[src/hw/sup_dog_pkg.sv]
// Shared constants, types and timing figures for the supervisor watchdog
package sup_dog_pkg;
	localparam int CLK_HZ = 50_000_000;
	localparam int CLK_NS = 20;

	// Figures as printed, in their own units
	localparam int MANUAL_RESET_DELAY_NS = 250;
	localparam int MR_GLITCH_NS          = 200;
	localparam int EN_GLITCH_NS          = 300;
	localparam int KICK_MIN_WIDTH_NS     = 1000;
	localparam int SETTLE_US             = 300;
	localparam int PULSE_WIDTH_MS        = 100;

	// Least times round up, longest round down, never below one cycle
	localparam int MR_DELAY_CYC = (MANUAL_RESET_DELAY_NS + CLK_NS - 1) / CLK_NS;
	localparam int MR_GLITCH_CYC = (MR_GLITCH_NS + CLK_NS - 1) / CLK_NS + 1;
	localparam int EN_GLITCH_CYC = (EN_GLITCH_NS + CLK_NS - 1) / CLK_NS + 1;
	localparam int KICK_MIN_CYC = (KICK_MIN_WIDTH_NS + CLK_NS - 1) / CLK_NS;
	localparam int SETTLE_CYC = (SETTLE_US * 1000) / CLK_NS;
	localparam int PULSE_CYC = PULSE_WIDTH_MS * (CLK_HZ / 1000);

	// Defaults for factory-set periods; not given, plain choices
	localparam int HOLD_CYC_DEF    = 10_000_000;
	localparam int STARTUP_CYC_DEF = 50_000_000;
	localparam int TIMEOUT_CYC_DEF = 50_000_000;

	localparam int CNT_W = 32;

	typedef enum logic [4:0] {
		ST_RESET   = 5'h01,
		ST_HOLD    = 5'h02,
		ST_STARTUP = 5'h04,
		ST_WATCH   = 5'h08,
		ST_PULSE   = 5'h10
	} dog_state_t;

	typedef struct packed {
		logic kick;
		logic mr_or_en;
		logic supply_low_n;
	} pin_set_t;
endpackage

[src/hw/level_filter.sv]
// Glitch filter: output follows input only after a steady run
`timescale 1ns/1ps
module level_filter #(
	parameter int        STEADY_CYC = 16,
	parameter logic      INIT       = 1'b1
) (
	input  wire logic clk_in,
	input  wire logic rst_b_in,
	input  wire logic level_in,
	output logic      level_out
);
	localparam int CW = $clog2(STEADY_CYC + 1);

	typedef struct packed {
		logic [CW-1:0] cnt;
		logic          lvl;
	} filt_state_t;

	filt_state_t state_r;
	filt_state_t state_nxt;

	initial begin
		if (STEADY_CYC < 1) begin
			$error("level_filter needs STEADY_CYC of at least one");
		end
	end

	always_comb begin
		state_nxt = state_r;
		if (level_in == state_r.lvl) begin
			state_nxt.cnt = '0;
		end else if (state_r.cnt >= CW'(STEADY_CYC - 1)) begin
			state_nxt.lvl = level_in;
			state_nxt.cnt = '0;
		end else begin
			state_nxt.cnt = state_r.cnt + CW'(1);
		end
	end

	always_ff @(posedge clk_in or negedge rst_b_in) begin
		if (!rst_b_in) begin
			state_r <= '{cnt: '0, lvl: INIT};
		end else begin
			state_r <= state_nxt;
		end
	end

	assign level_out = state_r.lvl;
endmodule

[src/hw/supervisor_watchdog_reset.sv]
// Supply supervisor with reset hold and kick watchdog
`timescale 1ns/1ps
module supervisor_watchdog_reset #(
	parameter bit ENABLE_BUILD = 1'b0,
	parameter int HOLD_CYC     = sup_dog_pkg::HOLD_CYC_DEF,
	parameter int STARTUP_CYC  = sup_dog_pkg::STARTUP_CYC_DEF,
	parameter int TIMEOUT_CYC  = sup_dog_pkg::TIMEOUT_CYC_DEF,
	parameter int PULSE_CYC    = sup_dog_pkg::PULSE_CYC,
	parameter int SETTLE_CYC   = sup_dog_pkg::SETTLE_CYC
) (
	input  wire logic clk_in,
	input  wire logic rst_b_in,
	input  wire logic supply_low_in,
	input  wire logic manual_reset_n_in,
	input  wire logic dog_enable_in,
	input  wire logic kick_input_in,
	input  wire logic kick_float_in,
	output logic      supply_reset_n_out,
	output logic      timeout_pulse_n_out,
	output logic      timeout_pulse_n_oe_out
);
	localparam int W = sup_dog_pkg::CNT_W;

	initial begin
		if (HOLD_CYC < 1 || STARTUP_CYC < 1 || TIMEOUT_CYC < 2 || SETTLE_CYC < 1) begin
			$error("supervisor_watchdog_reset periods must be positive");
		end
		if (PULSE_CYC < 1) begin
			$error("supervisor_watchdog_reset pulse width must be positive");
		end
	end

	// Two-stage synchronisers; stage one read only by stage two
	sup_dog_pkg::pin_set_t meta_r;
	sup_dog_pkg::pin_set_t sync_r;
	logic                  float_meta_r;
	logic                  float_sync_r;

	always_ff @(posedge clk_in or negedge rst_b_in) begin
		if (!rst_b_in) begin
			meta_r       <= '{kick: 1'b0, mr_or_en: 1'b1, supply_low_n: 1'b0};
			sync_r       <= '{kick: 1'b0, mr_or_en: 1'b1, supply_low_n: 1'b0};
			float_meta_r <= 1'b1;
			float_sync_r <= 1'b1;
		end else begin
			// Shared pin position picks its role by build
			meta_r       <= '{kick: kick_input_in,
				mr_or_en: ENABLE_BUILD ? dog_enable_in : manual_reset_n_in,
				supply_low_n: ~supply_low_in};
			sync_r       <= meta_r;
			float_meta_r <= kick_float_in;
			float_sync_r <= float_meta_r;
		end
	end

	// Pull-up: an open manual reset pin is modelled as high, so reset resets
	// to inactive and the filter holds off any short low
	logic mr_filt;
	logic en_filt;

	level_filter #(
		.STEADY_CYC (ENABLE_BUILD ? sup_dog_pkg::EN_GLITCH_CYC : sup_dog_pkg::MR_GLITCH_CYC),
		.INIT       (ENABLE_BUILD ? 1'b0 : 1'b1)
	) u_pin_filter (
		.clk_in    (clk_in),
		.rst_b_in  (rst_b_in),
		.level_in  (sync_r.mr_or_en),
		.level_out (mr_filt)
	);

	// Filter covers part of the 250ns delay; this four-stage shift adds four more cycles
	logic [3:0] mr_dly_r;
	always_ff @(posedge clk_in or negedge rst_b_in) begin
		if (!rst_b_in) begin
			mr_dly_r <= 4'hF;
		end else begin
			mr_dly_r <= {mr_dly_r[2:0], mr_filt};
		end
	end

	assign en_filt = ENABLE_BUILD ? mr_filt : 1'b1;

	logic reset_cause;
	assign reset_cause = ~sync_r.supply_low_n | (~ENABLE_BUILD & ~mr_dly_r[3]);

	typedef struct packed {
		sup_dog_pkg::dog_state_t st;
		logic [W-1:0]            cnt;
		logic [W-1:0]            settle;
		logic [W-1:0]            high_cnt;
		logic                    kick_prev;
		logic                    en_prev;
		logic                    rst_n;
		logic                    pulse_n;
	} dog_regs_t;

	dog_regs_t s_r;
	dog_regs_t s_nxt;

	logic kick_fall;
	logic wide_pulse;
	logic dog_on;
	logic settled;

	always_comb begin
		s_nxt = s_r;
		kick_fall = s_r.kick_prev & ~sync_r.kick;
		wide_pulse = s_r.high_cnt >= W'(sup_dog_pkg::KICK_MIN_CYC);
		dog_on = ENABLE_BUILD ? en_filt : ~float_sync_r;
		settled = s_r.settle == '0;

		s_nxt.kick_prev = sync_r.kick;
		s_nxt.en_prev = en_filt;
		if (sync_r.kick) begin
			s_nxt.high_cnt = wide_pulse ? s_r.high_cnt : s_r.high_cnt + W'(1);
		end else begin
			s_nxt.high_cnt = '0;
		end

		// Settle window restarts on every enable rise
		if (ENABLE_BUILD && en_filt && !s_r.en_prev) begin
			s_nxt.settle = W'(SETTLE_CYC);
		end else if (!settled) begin
			s_nxt.settle = s_r.settle - W'(1);
		end

		if (reset_cause) begin
			s_nxt.st = sup_dog_pkg::ST_RESET;
			s_nxt.rst_n = 1'b0;
			s_nxt.pulse_n = 1'b1;
			s_nxt.cnt = '0;
		end else begin
			case (s_r.st)
				sup_dog_pkg::ST_RESET: begin
					s_nxt.st = sup_dog_pkg::ST_HOLD;
					s_nxt.cnt = '0;
				end
				sup_dog_pkg::ST_HOLD: begin
					if (s_r.cnt >= W'(HOLD_CYC - 1)) begin
						s_nxt.st = sup_dog_pkg::ST_STARTUP;
						s_nxt.rst_n = 1'b1;
						s_nxt.cnt = '0;
					end else begin
						s_nxt.cnt = s_r.cnt + W'(1);
					end
				end
				sup_dog_pkg::ST_STARTUP: begin
					// Kicks here are dropped; fixed length by build only
					if (s_r.cnt >= W'(STARTUP_CYC - 1)) begin
						s_nxt.st = sup_dog_pkg::ST_WATCH;
						s_nxt.cnt = '0;
					end else begin
						s_nxt.cnt = s_r.cnt + W'(1);
					end
				end
				sup_dog_pkg::ST_WATCH: begin
					if (!dog_on || !settled) begin
						s_nxt.cnt = '0;
					end else if (kick_fall && wide_pulse) begin
						s_nxt.cnt = '0;
					end else if (s_r.cnt >= W'(TIMEOUT_CYC - 1)) begin
						s_nxt.st = sup_dog_pkg::ST_PULSE;
						s_nxt.pulse_n = 1'b0;
						s_nxt.cnt = '0;
					end else begin
						s_nxt.cnt = s_r.cnt + W'(1);
					end
				end
				sup_dog_pkg::ST_PULSE: begin
					// Kicks ignored while pulse is low
					if (s_r.cnt >= W'(PULSE_CYC - 1)) begin
						s_nxt.st = sup_dog_pkg::ST_WATCH;
						s_nxt.pulse_n = 1'b1;
						s_nxt.cnt = '0;
					end else begin
						s_nxt.cnt = s_r.cnt + W'(1);
					end
				end
				default: begin
					s_nxt.st = sup_dog_pkg::ST_RESET;
					s_nxt.rst_n = 1'b0;
					s_nxt.pulse_n = 1'b1;
					s_nxt.cnt = '0;
				end
			endcase
		end
	end

	always_ff @(posedge clk_in or negedge rst_b_in) begin
		if (!rst_b_in) begin
			s_r <= '{st: sup_dog_pkg::ST_RESET, cnt: '0, settle: '0, high_cnt: '0,
				kick_prev: 1'b0, en_prev: 1'b0, rst_n: 1'b0, pulse_n: 1'b1};
		end else begin
			s_r <= s_nxt;
		end
	end

	// Timeout pulse is open drain: only ever pulls low, enable low while driving; reset is driven both ways
	always_ff @(posedge clk_in or negedge rst_b_in) begin
		if (!rst_b_in) begin
			supply_reset_n_out     <= 1'b0;
			timeout_pulse_n_out    <= 1'b0;
			timeout_pulse_n_oe_out <= 1'b1;
		end else begin
			supply_reset_n_out     <= s_nxt.rst_n;
			timeout_pulse_n_out    <= 1'b0;
			timeout_pulse_n_oe_out <= s_nxt.pulse_n;
		end
	end
endmodule

[config.mk]
export PLATFORM = sky130hd
export DESIGN_NAME = supervisor_watchdog_reset
export DESIGN_NICKNAME = d
export VERILOG_FILES = /design/src/hw/sup_dog_pkg.sv /design/src/hw/level_filter.sv /design/src/hw/supervisor_watchdog_reset.sv
export SDC_FILE = /design/constraint.sdc
export NUM_CORES = 1
export LEC_CHECK = 0
export BUFFER_PORTS_ARGS = -buffer_cell sky130_fd_sc_hd__buf_4
export CORE_ASPECT_RATIO = 0.6
export CORE_MARGIN = 2
export CORE_UTILIZATION = 65
export CTS_CLUSTER_DIAMETER = 60
export DETAILED_ROUTE_END_ITERATION = 8
export PLACE_DENSITY_LB_ADDON = 0.1
export REMOVE_ABC_BUFFERS = 1
export SLEW_MARGIN = 20
export SYNTH_ARGS = -nofsm -noshare
export SYNTH_HDL_FRONTEND = slang
export SYNTH_SLANG_ARGS = --single-unit
[constraint.sdc]
create_clock -name clk_in -period 5.5 [get_ports clk_in]
set_clock_uncertainty 0.15 [all_clocks]
set_input_delay 0.275 -clock clk_in [delete_from_list [all_inputs] [get_ports clk_in]]
set_output_delay 0.275 -clock clk_in [all_outputs]
set_load 0.02 [all_outputs]
==> impl_metrics.tcl, run 1 <==
set metrics [dict create \
    status "complete, no violations" \
    via_per_inst 5.813 \
    reg2reg_slack_ns 2.08 \
    drive_gt1_frac 0.1680 \
    numCtsBuffers 17 \
    hp-start "mr_dly_r[0]" \
    min_period_ns 3.420 \
    cp.required_ns 5.61 \
    drv_cap 0 \
    first_global_vias 3500 \
    die_h_um 75.02 \
    antenna_cells 0 \
    ios 10 \
    power_density_nw_per_um2 341.4 \
    die_area_um2 9180 \
    gr-total-overflow 0 \
    grt_max_degree 72 \
    totalWireLength_um 10180 \
    grt_use_met3 0.05985 \
    path_clk_slew_ns 0.06 \
    core_area_um2 8008 \
    cts.path.max_buffers 2 \
    n_fill_cell 520 \
    firstDrtPassIters 4 \
    io_buffers 7 \
    clockRootBuffer "clkbuf_16" \
    hpwl_um 6492 \
    timing.critical_path.fanout_max 26 \
    synth_edf_count 0 \
    ir_drop_mv 0.2473 \
    layout_setup_ws_ns 2.080 \
    slew_violations 0 \
    drc_errors 0 \
    use_met1 0.3893 \
    fin_setup_tns_ns 0 \
    worst_setup_path_start_kind "flop" \
    yosysMostFrequentCell "dfrtp_1" \
    route.detailed.wl_per_inst_um 16.26 \
    yosysTopAreaCell "dfrtp_1" \
    antenna_found_initial 0 \
    reg2reg_to "s_r[70]" \
    power.total_mw 2.127 \
    yosys.area.top_type_share 0.5038 \
    gp_congestion 0.8361 \
    post_cts_buffers 0 \
    met2_usage 0.3537 \
    rr_worst_depth 7 \
    std_cell_rows 25 \
    layout.nets 518 \
    area_delta_synth_final_pct 14.01 \
    drt_iter0_markers 376 \
    endpoint_kind "flop" \
    vias 3639 \
    hp-class "flop to flop" \
    critical_path_class "flop to flop" \
    yosysSeqAreaShare 0.5567 \
    final_core_util 0.7780 \
    p_leak_nw 2.877 \
    finalHoldViolations 0 \
    fin_crit_sh 0.6218 \
    syn_area_um2 5464 \
    holdPathEnd "mr_dly_r[1]" \
    pre_cts_slack_ns 2.178 \
    grtUsageTotal 0.2541 \
    ys.flop_type "dfrtp_1" \
    grt_first_pass_wirelength_um 17480 \
    arrival_ns 3.53 \
    clk_latency_ns 0.41 \
    yosys_warnings 0 \
    hold_depth 0 \
    worstReg2RegStart "s_r[68]" \
    ys_types 56 \
    avgSynthCellArea_um2 11.24 \
    busiest_layer "met1" \
    cts_resized 0 \
    ys_top_cells_by_area "dfrtp_1 (50%), xor2_1 (6.7%), dfstp_2 (5.3%), and2_1 (3.7%), nor3_2 (3.7%)" \
    holdWs_ns 0.2015 \
    yosys-top-cells-count "dfrtp_1 (110), xor2_1 (42), nand2_1 (39)" \
    cts.htree.levels 4 \
    slew-limit-headroom 0.3700 \
    setup_violations 0 \
    cts_tree "done" \
    fmax_mhz 292.4 \
    cts_sinks 121 \
    ys_ff_latch 121 \
    netlist_instances 486 \
    tightest_slew_ns 0.9212 \
    start_util 0.6823 \
    rsz0062_at_grt "false" \
    ant_nets 0 \
    synthArstFlopShare 1.000 \
    die_x_um 122.4 \
]
-- layer usage --
layer | vias up | part of all wire
met1 | 1802 | 0.51
li1 | 1729 | -
met2 | 93 | 0.43
met5 | - | 0
met4 | 0 | 0.015
met3 | 15 | 0.052
-- area by class of cell --
class | count | area (um^2) | share of cell area
clock inverters | 14 | 173.9 | 0.02792
repair buffers | 13 | 110.1 | 0.01767
multi-input cells | 344 | 2300 | 0.3692
flip-flops and latches | 121 | 3042 | 0.4883
clock buffers | 18 | 439.2 | 0.07050
inverters | 8 | 30.03 | 0.004820
well taps | 108 | 135.1 | 0.02169
-- worst max-delay path, cell delays in order (launching register included) --
cell,delay [ns]
dfrtp_1,0.43
ha_1,0.34
nand2_1,0.07
o21ai_0,0.28
a311oi_1,0.15
o41ai_1,0.81
o211a_2,0.88
nor3_1,0.15
-- report_power, final --
group,internal (mW),switching [mW]
Combinational,0.0217,0.0407
Sequential,0.914,0.0179
Clock,0.725,0.406
-- how the worst max path moves through the flow --
| stage | startpoint | to | slack [ns] | cells after the start |
|---|---|---|---|---|
| after floorplan | s_r[4] | s_r[69] | 2.55 | 8 |
| after global placement | s_r[68] | s_r[70] | 1.99 | 7 |
| after detailed placement | s_r[68] | s_r[72] | 2.18 | 7 |
| after CTS | s_r[68] | s_r[74] | 2.16 | 7 |
| after global routing | s_r[68] | s_r[72] | 1.81 | 7 |
| final | s_r[68] | s_r[70] | 2.08 | 7 |
-- flip-flops by register name (all words and copies together) (netlist names) --
name,cells
meta_r,3
u_pin_filter.level_out,1
timeout_pulse_n_oe_out,1
float_sync_r,1
sync_r,2
mr_dly_r,4
u_pin_filter.state_r,4
s_nxt,1
supply_reset_n_out,1
s_r,102
float_meta_r,1
-- kinds of logic (layout without fill, tap and decap cells) --
| family | count (synthesis) | count (layout) | synth area share |
|---|---|---|---|
| simple gates | 232 | 232 | 0.2535 |
| flops | 121 | 121 | 0.5567 |
| xor+xnor | 61 | 61 | 0.09778 |
| compound gates | 37 | 37 | 0.04901 |
| buf+inv | 27 | 53 | 0.02656 |
| fa+ha+maj | 6 | 6 | 0.01374 |
| other cells | 1 | 7 | 0.0006863 |
| mux | 1 | 1 | 0.002061 |
-- through the flow --
stage | instances | area [um^2]
4_1_cts | 626 | 6230
2_1_floorplan | 473 | 5371
3_5_place_dp | 589 | 5567
5_1_grt | 626 | 6230
3_3_place_gp | 589 | 5567
6_report | 626 | 6230
-- timing repair --
item,in CTS,in global routing
hold buffers,5,0
endpoints found under the hold margin,48,0
setup endpoints to repair,0,0
-- cells in the final DEF (no fill, tap or decap), types with 7 or more instances in the layout --
cell / instances
xnor2_1: 19
nor3_2: 20
nor4_1: 20
nand4_1: 17
and2_1: 32
dfstp_2: 11
nand2_1: 39
xor2_1: 42
nor2_1: 34
conb_1: 7
a21oi_1: 9
buf_4: 8
inv_1: 8
clkbuf_16: 17
nand3_1: 13
nor3_1: 16
dfrtp_1: 110
nor3b_1: 7
Note: power is estimated with default switching activity, not from simulation.
==> inputs of run 2 (changes only) <==
- CORE_UTILIZATION: 65 -> 56
- clock period: 5.5 -> 2.8 ns (I/O delays scaled with it)
==> run 2 against run 1 <==
- first-iteration DRC count fell by 44%
- clock power increased by 86%
- final area up 2.5%
- setup slack got worse by 2.0 ns
- clock-buffer cell count is 2 higher
- via count is 1.5% lower
- sequential power is 96% higher
- die area rose by 15%
- global-route usage decreased by 4.3 points
- critical path depth is 2 higher
==> impl_metrics.tcl, run 2 (synthesis results as in run 1) <==
set metrics [dict create \
    status "complete, no violations" \
    setup_violations 0 \
    via_per_inst 5.406 \
    regMostFlops "s_r" \
    slowest_delay_ns 0.54 \
    drive_gt1_frac 0.1951 \
    ant_nets 0 \
    core_area_um2 9324 \
    hpwl_um 6452 \
    worst_setup_path_start_kind "flop" \
    std_cell_rows 27 \
    slew-limit-headroom 0.4559 \
    top_regs "s_r (102), mr_dly_r (4), u_pin_filter.state_r (4)" \
    drv_cap 0 \
    clk_latency_ns 0.41 \
    worstReg2RegStart "s_r[4]" \
    start_util 0.5860 \
    endpoint_kind "flop" \
    power.total_mw 4.057 \
    drc_errors 0 \
    first_global_vias 3511 \
    clockRootBuffer "clkbuf_16" \
    route.detailed.wl_per_inst_um 15.19 \
    totalWireLength_um 10070 \
    final_cell_mix "dfrtp_1 (110), xor2_1 (42), nand2_1 (39)" \
    drt_iter0_markers 212 \
    io_buffers 7 \
    cts_tree "done" \
    layout.nets 533 \
    vias 3584 \
    hp-class "input port to async pin" \
    rsz0062_at_grt "false" \
    path_cells "inv_1 -> ha_1 -> or4_4 -> a311oi_4 -> nor3b_2 -> o21a_1 -> o211a_1 -> buf_12 -> nor3b_1" \
    ios 10 \
    ir_drop_mv 0.5102 \
    min_period_ns 2.683 \
    area_delta_synth_final_pct 16.83 \
    pre_cts_slack_ns 0.08025 \
    firstDrtPassIters 7 \
    cts.path.max_buffers 2 \
    critical_path_class "flop to flop" \
    finalHoldViolations 0 \
    numCtsBuffers 17 \
    power_density_nw_per_um2 635.5 \
    crit_start "s_r[4]" \
    grt_first_pass_wirelength_um 17370 \
    slowest_stage "or4_4" \
    gp_congestion 0.8321 \
    p_leak_nw 2.944 \
    slew_violations 0 \
    fin_setup_tns_ns 0 \
    layout_setup_ws_ns 0.1171 \
    timing.critical_path.fanout_max 26 \
    fmax_mhz 372.7 \
    cts.htree.levels 4 \
    final_common_cell "dfrtp_1" \
    multi_input_area_um2 2327 \
    die_x_um 131.5 \
    tightest_slew_ns 0.8162 \
    cts_sinks 121 \
    arrival_ns 2.85 \
    gr-total-overflow 0 \
    grt_max_degree 55 \
    antenna_found_initial 0 \
    register_area_um2 3042 \
    fin_crit_sh 0.9582 \
    path_clk_slew_ns 0.05 \
    die_area_um2 10590 \
    grtUsageTotal 0.2111 \
    die_h_um 80.52 \
    n_fill_cell 701 \
    antenna_cells 0 \
    cp.required_ns 2.97 \
    largest_reg_flops 102 \
]
-- run 2: area by class of cell --
class / instances / share of cell area
sequential: 121 / 0.4765
multi-input combinational: 344 / 0.3646
clock buffer: 20 / 0.06997
timing repair buffer: 28 / 0.03881
tap: 130 / 0.02548
clock inverter: 12 / 0.01999
inverter: 8 / 0.004704
-- run 2: stage by stage --
step,cell area (um^2),hold slack [ns],utilization,instances
detailed placement,5709,0.06688,0.6123,623
global route,6384,0.2094,0.6846,663
global placement,5709,0.06369,0.6123,623
floorplan,5371,-0.3056,-,473
finish,6384,0.1659,0.6846,663
CTS,6334,0.1814,0.6793,660
-- run 2: where the power goes --
part           internal, mW  total [mW]  switching (mW)  leakage [nW]
logic                0.0490       0.135          0.0859          1.05
clock network          1.33        2.10           0.770         0.272
registers              1.80        1.83          0.0282          1.62
total                  3.17        4.06           0.884          2.94
-- run 2: critical path, delay by kind of cell, from the launching register on --
family	cells	cell delay [ns]
AO/OA/AOI/OAI	3	0.72
adder cells (fa/ha/maj)	1	0.21
buffers and inverters	2	0.27
flip-flops	1	0.38
AND/OR/NAND/NOR	3	0.84
-- run 2: worst paths after layout --
check,depth (start not counted),slack (ns),to
min in group clk_in,0,0.20,s_nxt[3]
hold reg to reg,0,0.20,s_nxt[3]
setup / recovery,9,0.12,s_r[69]
hold / removal,2,0.17,s_r[71]
setup reg to reg,9,0.12,s_r[69]
max in group asynchronous,3,1.55,float_sync_r
-- run 2: timing repair --
item / 4_1_cts / 5_1_grt
hold buffers: 5 / 0
gates resized for setup: 0 / 6
endpoints found under the hold margin: 49 / 0
setup buffers: 0 / 3
setup endpoints to repair: 0 / 31
-- run 2: layer usage --
layer	GRT usage	part of all wire
met5	0	0
met4	0.08478	0.010
met3	0.05556	0.041
met2	0.2995	0.43
met1	0.3086	0.52
==> inputs of run 3 (changes only) <==
- ABC_AREA: not set -> 1
- CORE_UTILIZATION: 56 -> 57
- SLEW_MARGIN: 20 -> not set
==> run 3 against run 2 <==
- final cell count grew 43%
- largest cell class unchanged
- via count grew 38%
- clock power grew 4%
- first-iteration DRC count grew 88%
- sequential share of layout area shrank 5.4 points
==> impl_metrics.tcl, run 3 <==
set metrics [dict create \
    antenna_cells 0 \
    clockPowerShare 0.529 \
    avgSynthCellArea_um2 8.318 \
    hpwl_um 9721 \
    synth_edf_count 0 \
    largest_reg_flops 102 \
    cp.required_ns 2.99 \
    antenna_found_initial 0 \
    endpoint_kind "flop" \
    fin_setup_tns_ns 0 \
    tightest_slew_ns 0.6849 \
    ir_drop_mv 0.5711 \
    register_area_um2 3042 \
    grt_use_met3 0.04913 \
    setup_violations 0 \
    met2_usage 0.3524 \
    die_x_um 140.0 \
    path_cells "inv_1 -> ha_1 -> nand2_2 -> nor2_4 -> nand3_2 -> nor3_2 -> nand3_1 -> nand2_1 -> nand2_1 -> nand2_2 -> nand2_4 -> buf_12 -> nor2_1" \
    multi_input_area_um2 2823 \
    path_clk_slew_ns 0.06 \
    timing.critical_path.fanout_max 19 \
    first_global_vias 4708 \
    p_sw_mw 0.9598 \
    cp_num_buf_inv 2 \
    route.detailed.wl_per_inst_um 14.30 \
    ys_types 45 \
    grt_first_pass_wirelength_um 22940 \
    drt_iter0_markers 398 \
    ant_nets 0 \
    power_density_nw_per_um2 574.0 \
    cts.path.max_buffers 2 \
    critical_path_class "flop to flop" \
    ys_ff_latch 121 \
    grtUsageTotal 0.2453 \
    min_period_ns 2.404 \
    std_cell_rows 29 \
    firstDrtPassIters 5 \
    crit_family "simple AND/OR/NAND/NOR gates" \
    numCtsBuffers 17 \
    top_regs "s_r (102), mr_dly_r (4), u_pin_filter.state_r (4)" \
    use_met1 0.3797 \
    synthArstFlopShare 1.000 \
    syn_area_um2 6330 \
    ios 10 \
    busiest_layer "met1" \
    area_delta_synth_final_pct 13.68 \
    slowest_stage "dfrtp_1" \
    fin_crit_sh 0.8587 \
    regMostFlops "s_r" \
    drive_gt1_frac 0.1576 \
    holdWs_ns 0.1560 \
    finalInstanceArea_um2 7196 \
    core_area_um2 10700 \
    die_area_um2 11990 \
    slew-limit-headroom 0.5434 \
    cts.htree.levels 4 \
    netlist_instances 761 \
    vias 4948 \
    fmax_mhz 415.9 \
    die_h_um 85.63 \
    rsz0062_at_grt "false" \
    yosysTopAreaCell "dfrtp_1" \
    final_cell_mix "nand2_1 (137), nor2_1 (135), dfrtp_1 (110)" \
    p_int_mw 3.171 \
    start_util 0.5914 \
    yosys_warnings 0 \
    totalWireLength_um 13510 \
    gp_congestion 0.9358 \
    status "complete, no violations" \
    ys_top_cells_by_area "dfrtp_1 (43%), nand2_1 (8.1%), nor2_1 (8.0%), inv_1 (5.7%), nor2_4 (4.8%)" \
    finalHoldViolations 0 \
    slew_violations 0 \
    hp-class "input port to async pin" \
    cts_sinks 121 \
    n_fill_cell 890 \
    drv_cap 0 \
    yosys-top-cells-count "nand2_1 (137), nor2_1 (135), dfrtp_1 (110)" \
    grt_max_degree 58 \
    drc_errors 0 \
    cts_tree "done" \
    p_leak_nw 3.790 \
    io_buffers 7 \
    final_common_cell "nand2_1" \
    yosysMostFrequentCell "nand2_1" \
    gr-total-overflow 0 \
    clk_latency_ns 0.41 \
    ys.flop_type "dfrtp_1" \
    p_comb_frac 0.030 \
    worst_setup_path_start_kind "flop" \
    power.total_mw 4.130 \
    clockRootBuffer "clkbuf_16" \
    swShare 0.2324 \
    placed_area_um2 6555 \
    layout.nets 806 \
    arrival_ns 2.59 \
    yosysSeqAreaShare 0.4805 \
    yosys.area.top_type_share 0.4349 \
    pwr-share-seq 0.442 \
    slowest_delay_ns 0.35 \
    via_per_inst 5.236 \
    cts_resized 0 \
]
## run 3: cell types whose count changed after synthesis, sizes merged, moves of 10 or more
cell / delta
a21oi: +10
nand3: +32
nand2: +110
nor2: +134
xor2: -16
o21ai: +18
inv: +99
clkbuf: -12
and2: -30
nor3: -13
nor4: -18
## run 3: worst reg2reg max path, stage by stage, from the launching register on
cell	delay, ns
dfrtp_1	0.35
inv_1	0.16
ha_1	0.31
nand2_2	0.14
nor2_4	0.16
nand3_2	0.10
nor3_2	0.13
nand3_1	0.10
nand2_1	0.07
nand2_1	0.07
nand2_2	0.08
nand2_4	0.15
buf_12	0.24
nor2_1	0.12
## run 3: final cells by class
| cell class | count | share of cell area |
|---|---|---|
| Clock inverter | 14 | 0.02243 |
| Clock buffer | 18 | 0.05964 |
| Tap cell | 139 | 0.02417 |
| Multi-Input combinational cell | 529 | 0.3923 |
| Sequential cell | 121 | 0.4227 |
| Timing Repair Buffer | 17 | 0.02295 |
| Inverter | 107 | 0.05582 |
## run 3: cell families (layout without fill, tap and decap cells)
group	after synthesis	count (layout)	share of synthesized area
other	1	7	0.0005924
adder cells (fa/ha/maj)	6	6	0.01186
flip-flops	121	121	0.4805
AND/OR/NAND/NOR	428	428	0.3347
multiplexers	1	1	0.001779
AO/OA/AOI/OAI	51	51	0.04369
buffers and inverters	117	156	0.07709
XOR/XNOR	36	36	0.04981
## run 3: timing repair
item                                   4_1_cts  5_1_grt
hold buffers                                 5        0
endpoints found under the hold margin       51        0
buffers inserted                             0        0
## run 3: final timing paths
kind                       startpoint         to  slack, ns  cells after the start
setup / recovery              s_r[36]    s_r[72]       0.40                     13
setup reg to reg              s_r[36]    s_r[72]       0.40                     13
hold reg to reg             meta_r[0]  sync_r[0]       0.21                      0
hold / removal               rst_b_in    s_r[97]       0.16                      2
max in group asynchronous    rst_b_in    s_r[85]       1.55                      3
min in group clk_in         meta_r[0]  sync_r[0]       0.21                      0
## run 3: power groups by stage
stage | clock network [mW] | logic [mW] | registers, mW
2_1_floorplan | 0 | 0.0514 | 1.85
3_3_place_gp | 0 | 0.111 | 1.85
3_5_place_dp | 0 | 0.118 | 1.85
4_1_cts | 2.22 | 0.126 | 1.82
5_1_grt | 2.30 | 0.141 | 1.83
6_report | 2.18 | 0.122 | 1.82
## run 3: per-layer routing
layer / wire (um) / part of all wire / vias to the layer above
met5: 0 / 0 / -
met4: 91 / 0.0067 / 0
met3: 756 / 0.056 / 11
met2: 5548 / 0.41 / 140
met1: 7114 / 0.53 / 2344
li1: - / - / 2453
## run 3: stage by stage
stage	std cells	utilization	setup WS, ns
after CTS	945	0.6722	0.3971
after detailed placement	908	0.6124	0.4074
after floorplan	757	-	0.6907
after global routing	945	0.6722	0.2344
final	945	0.6722	0.3958
after global placement	908	0.6124	0.5109
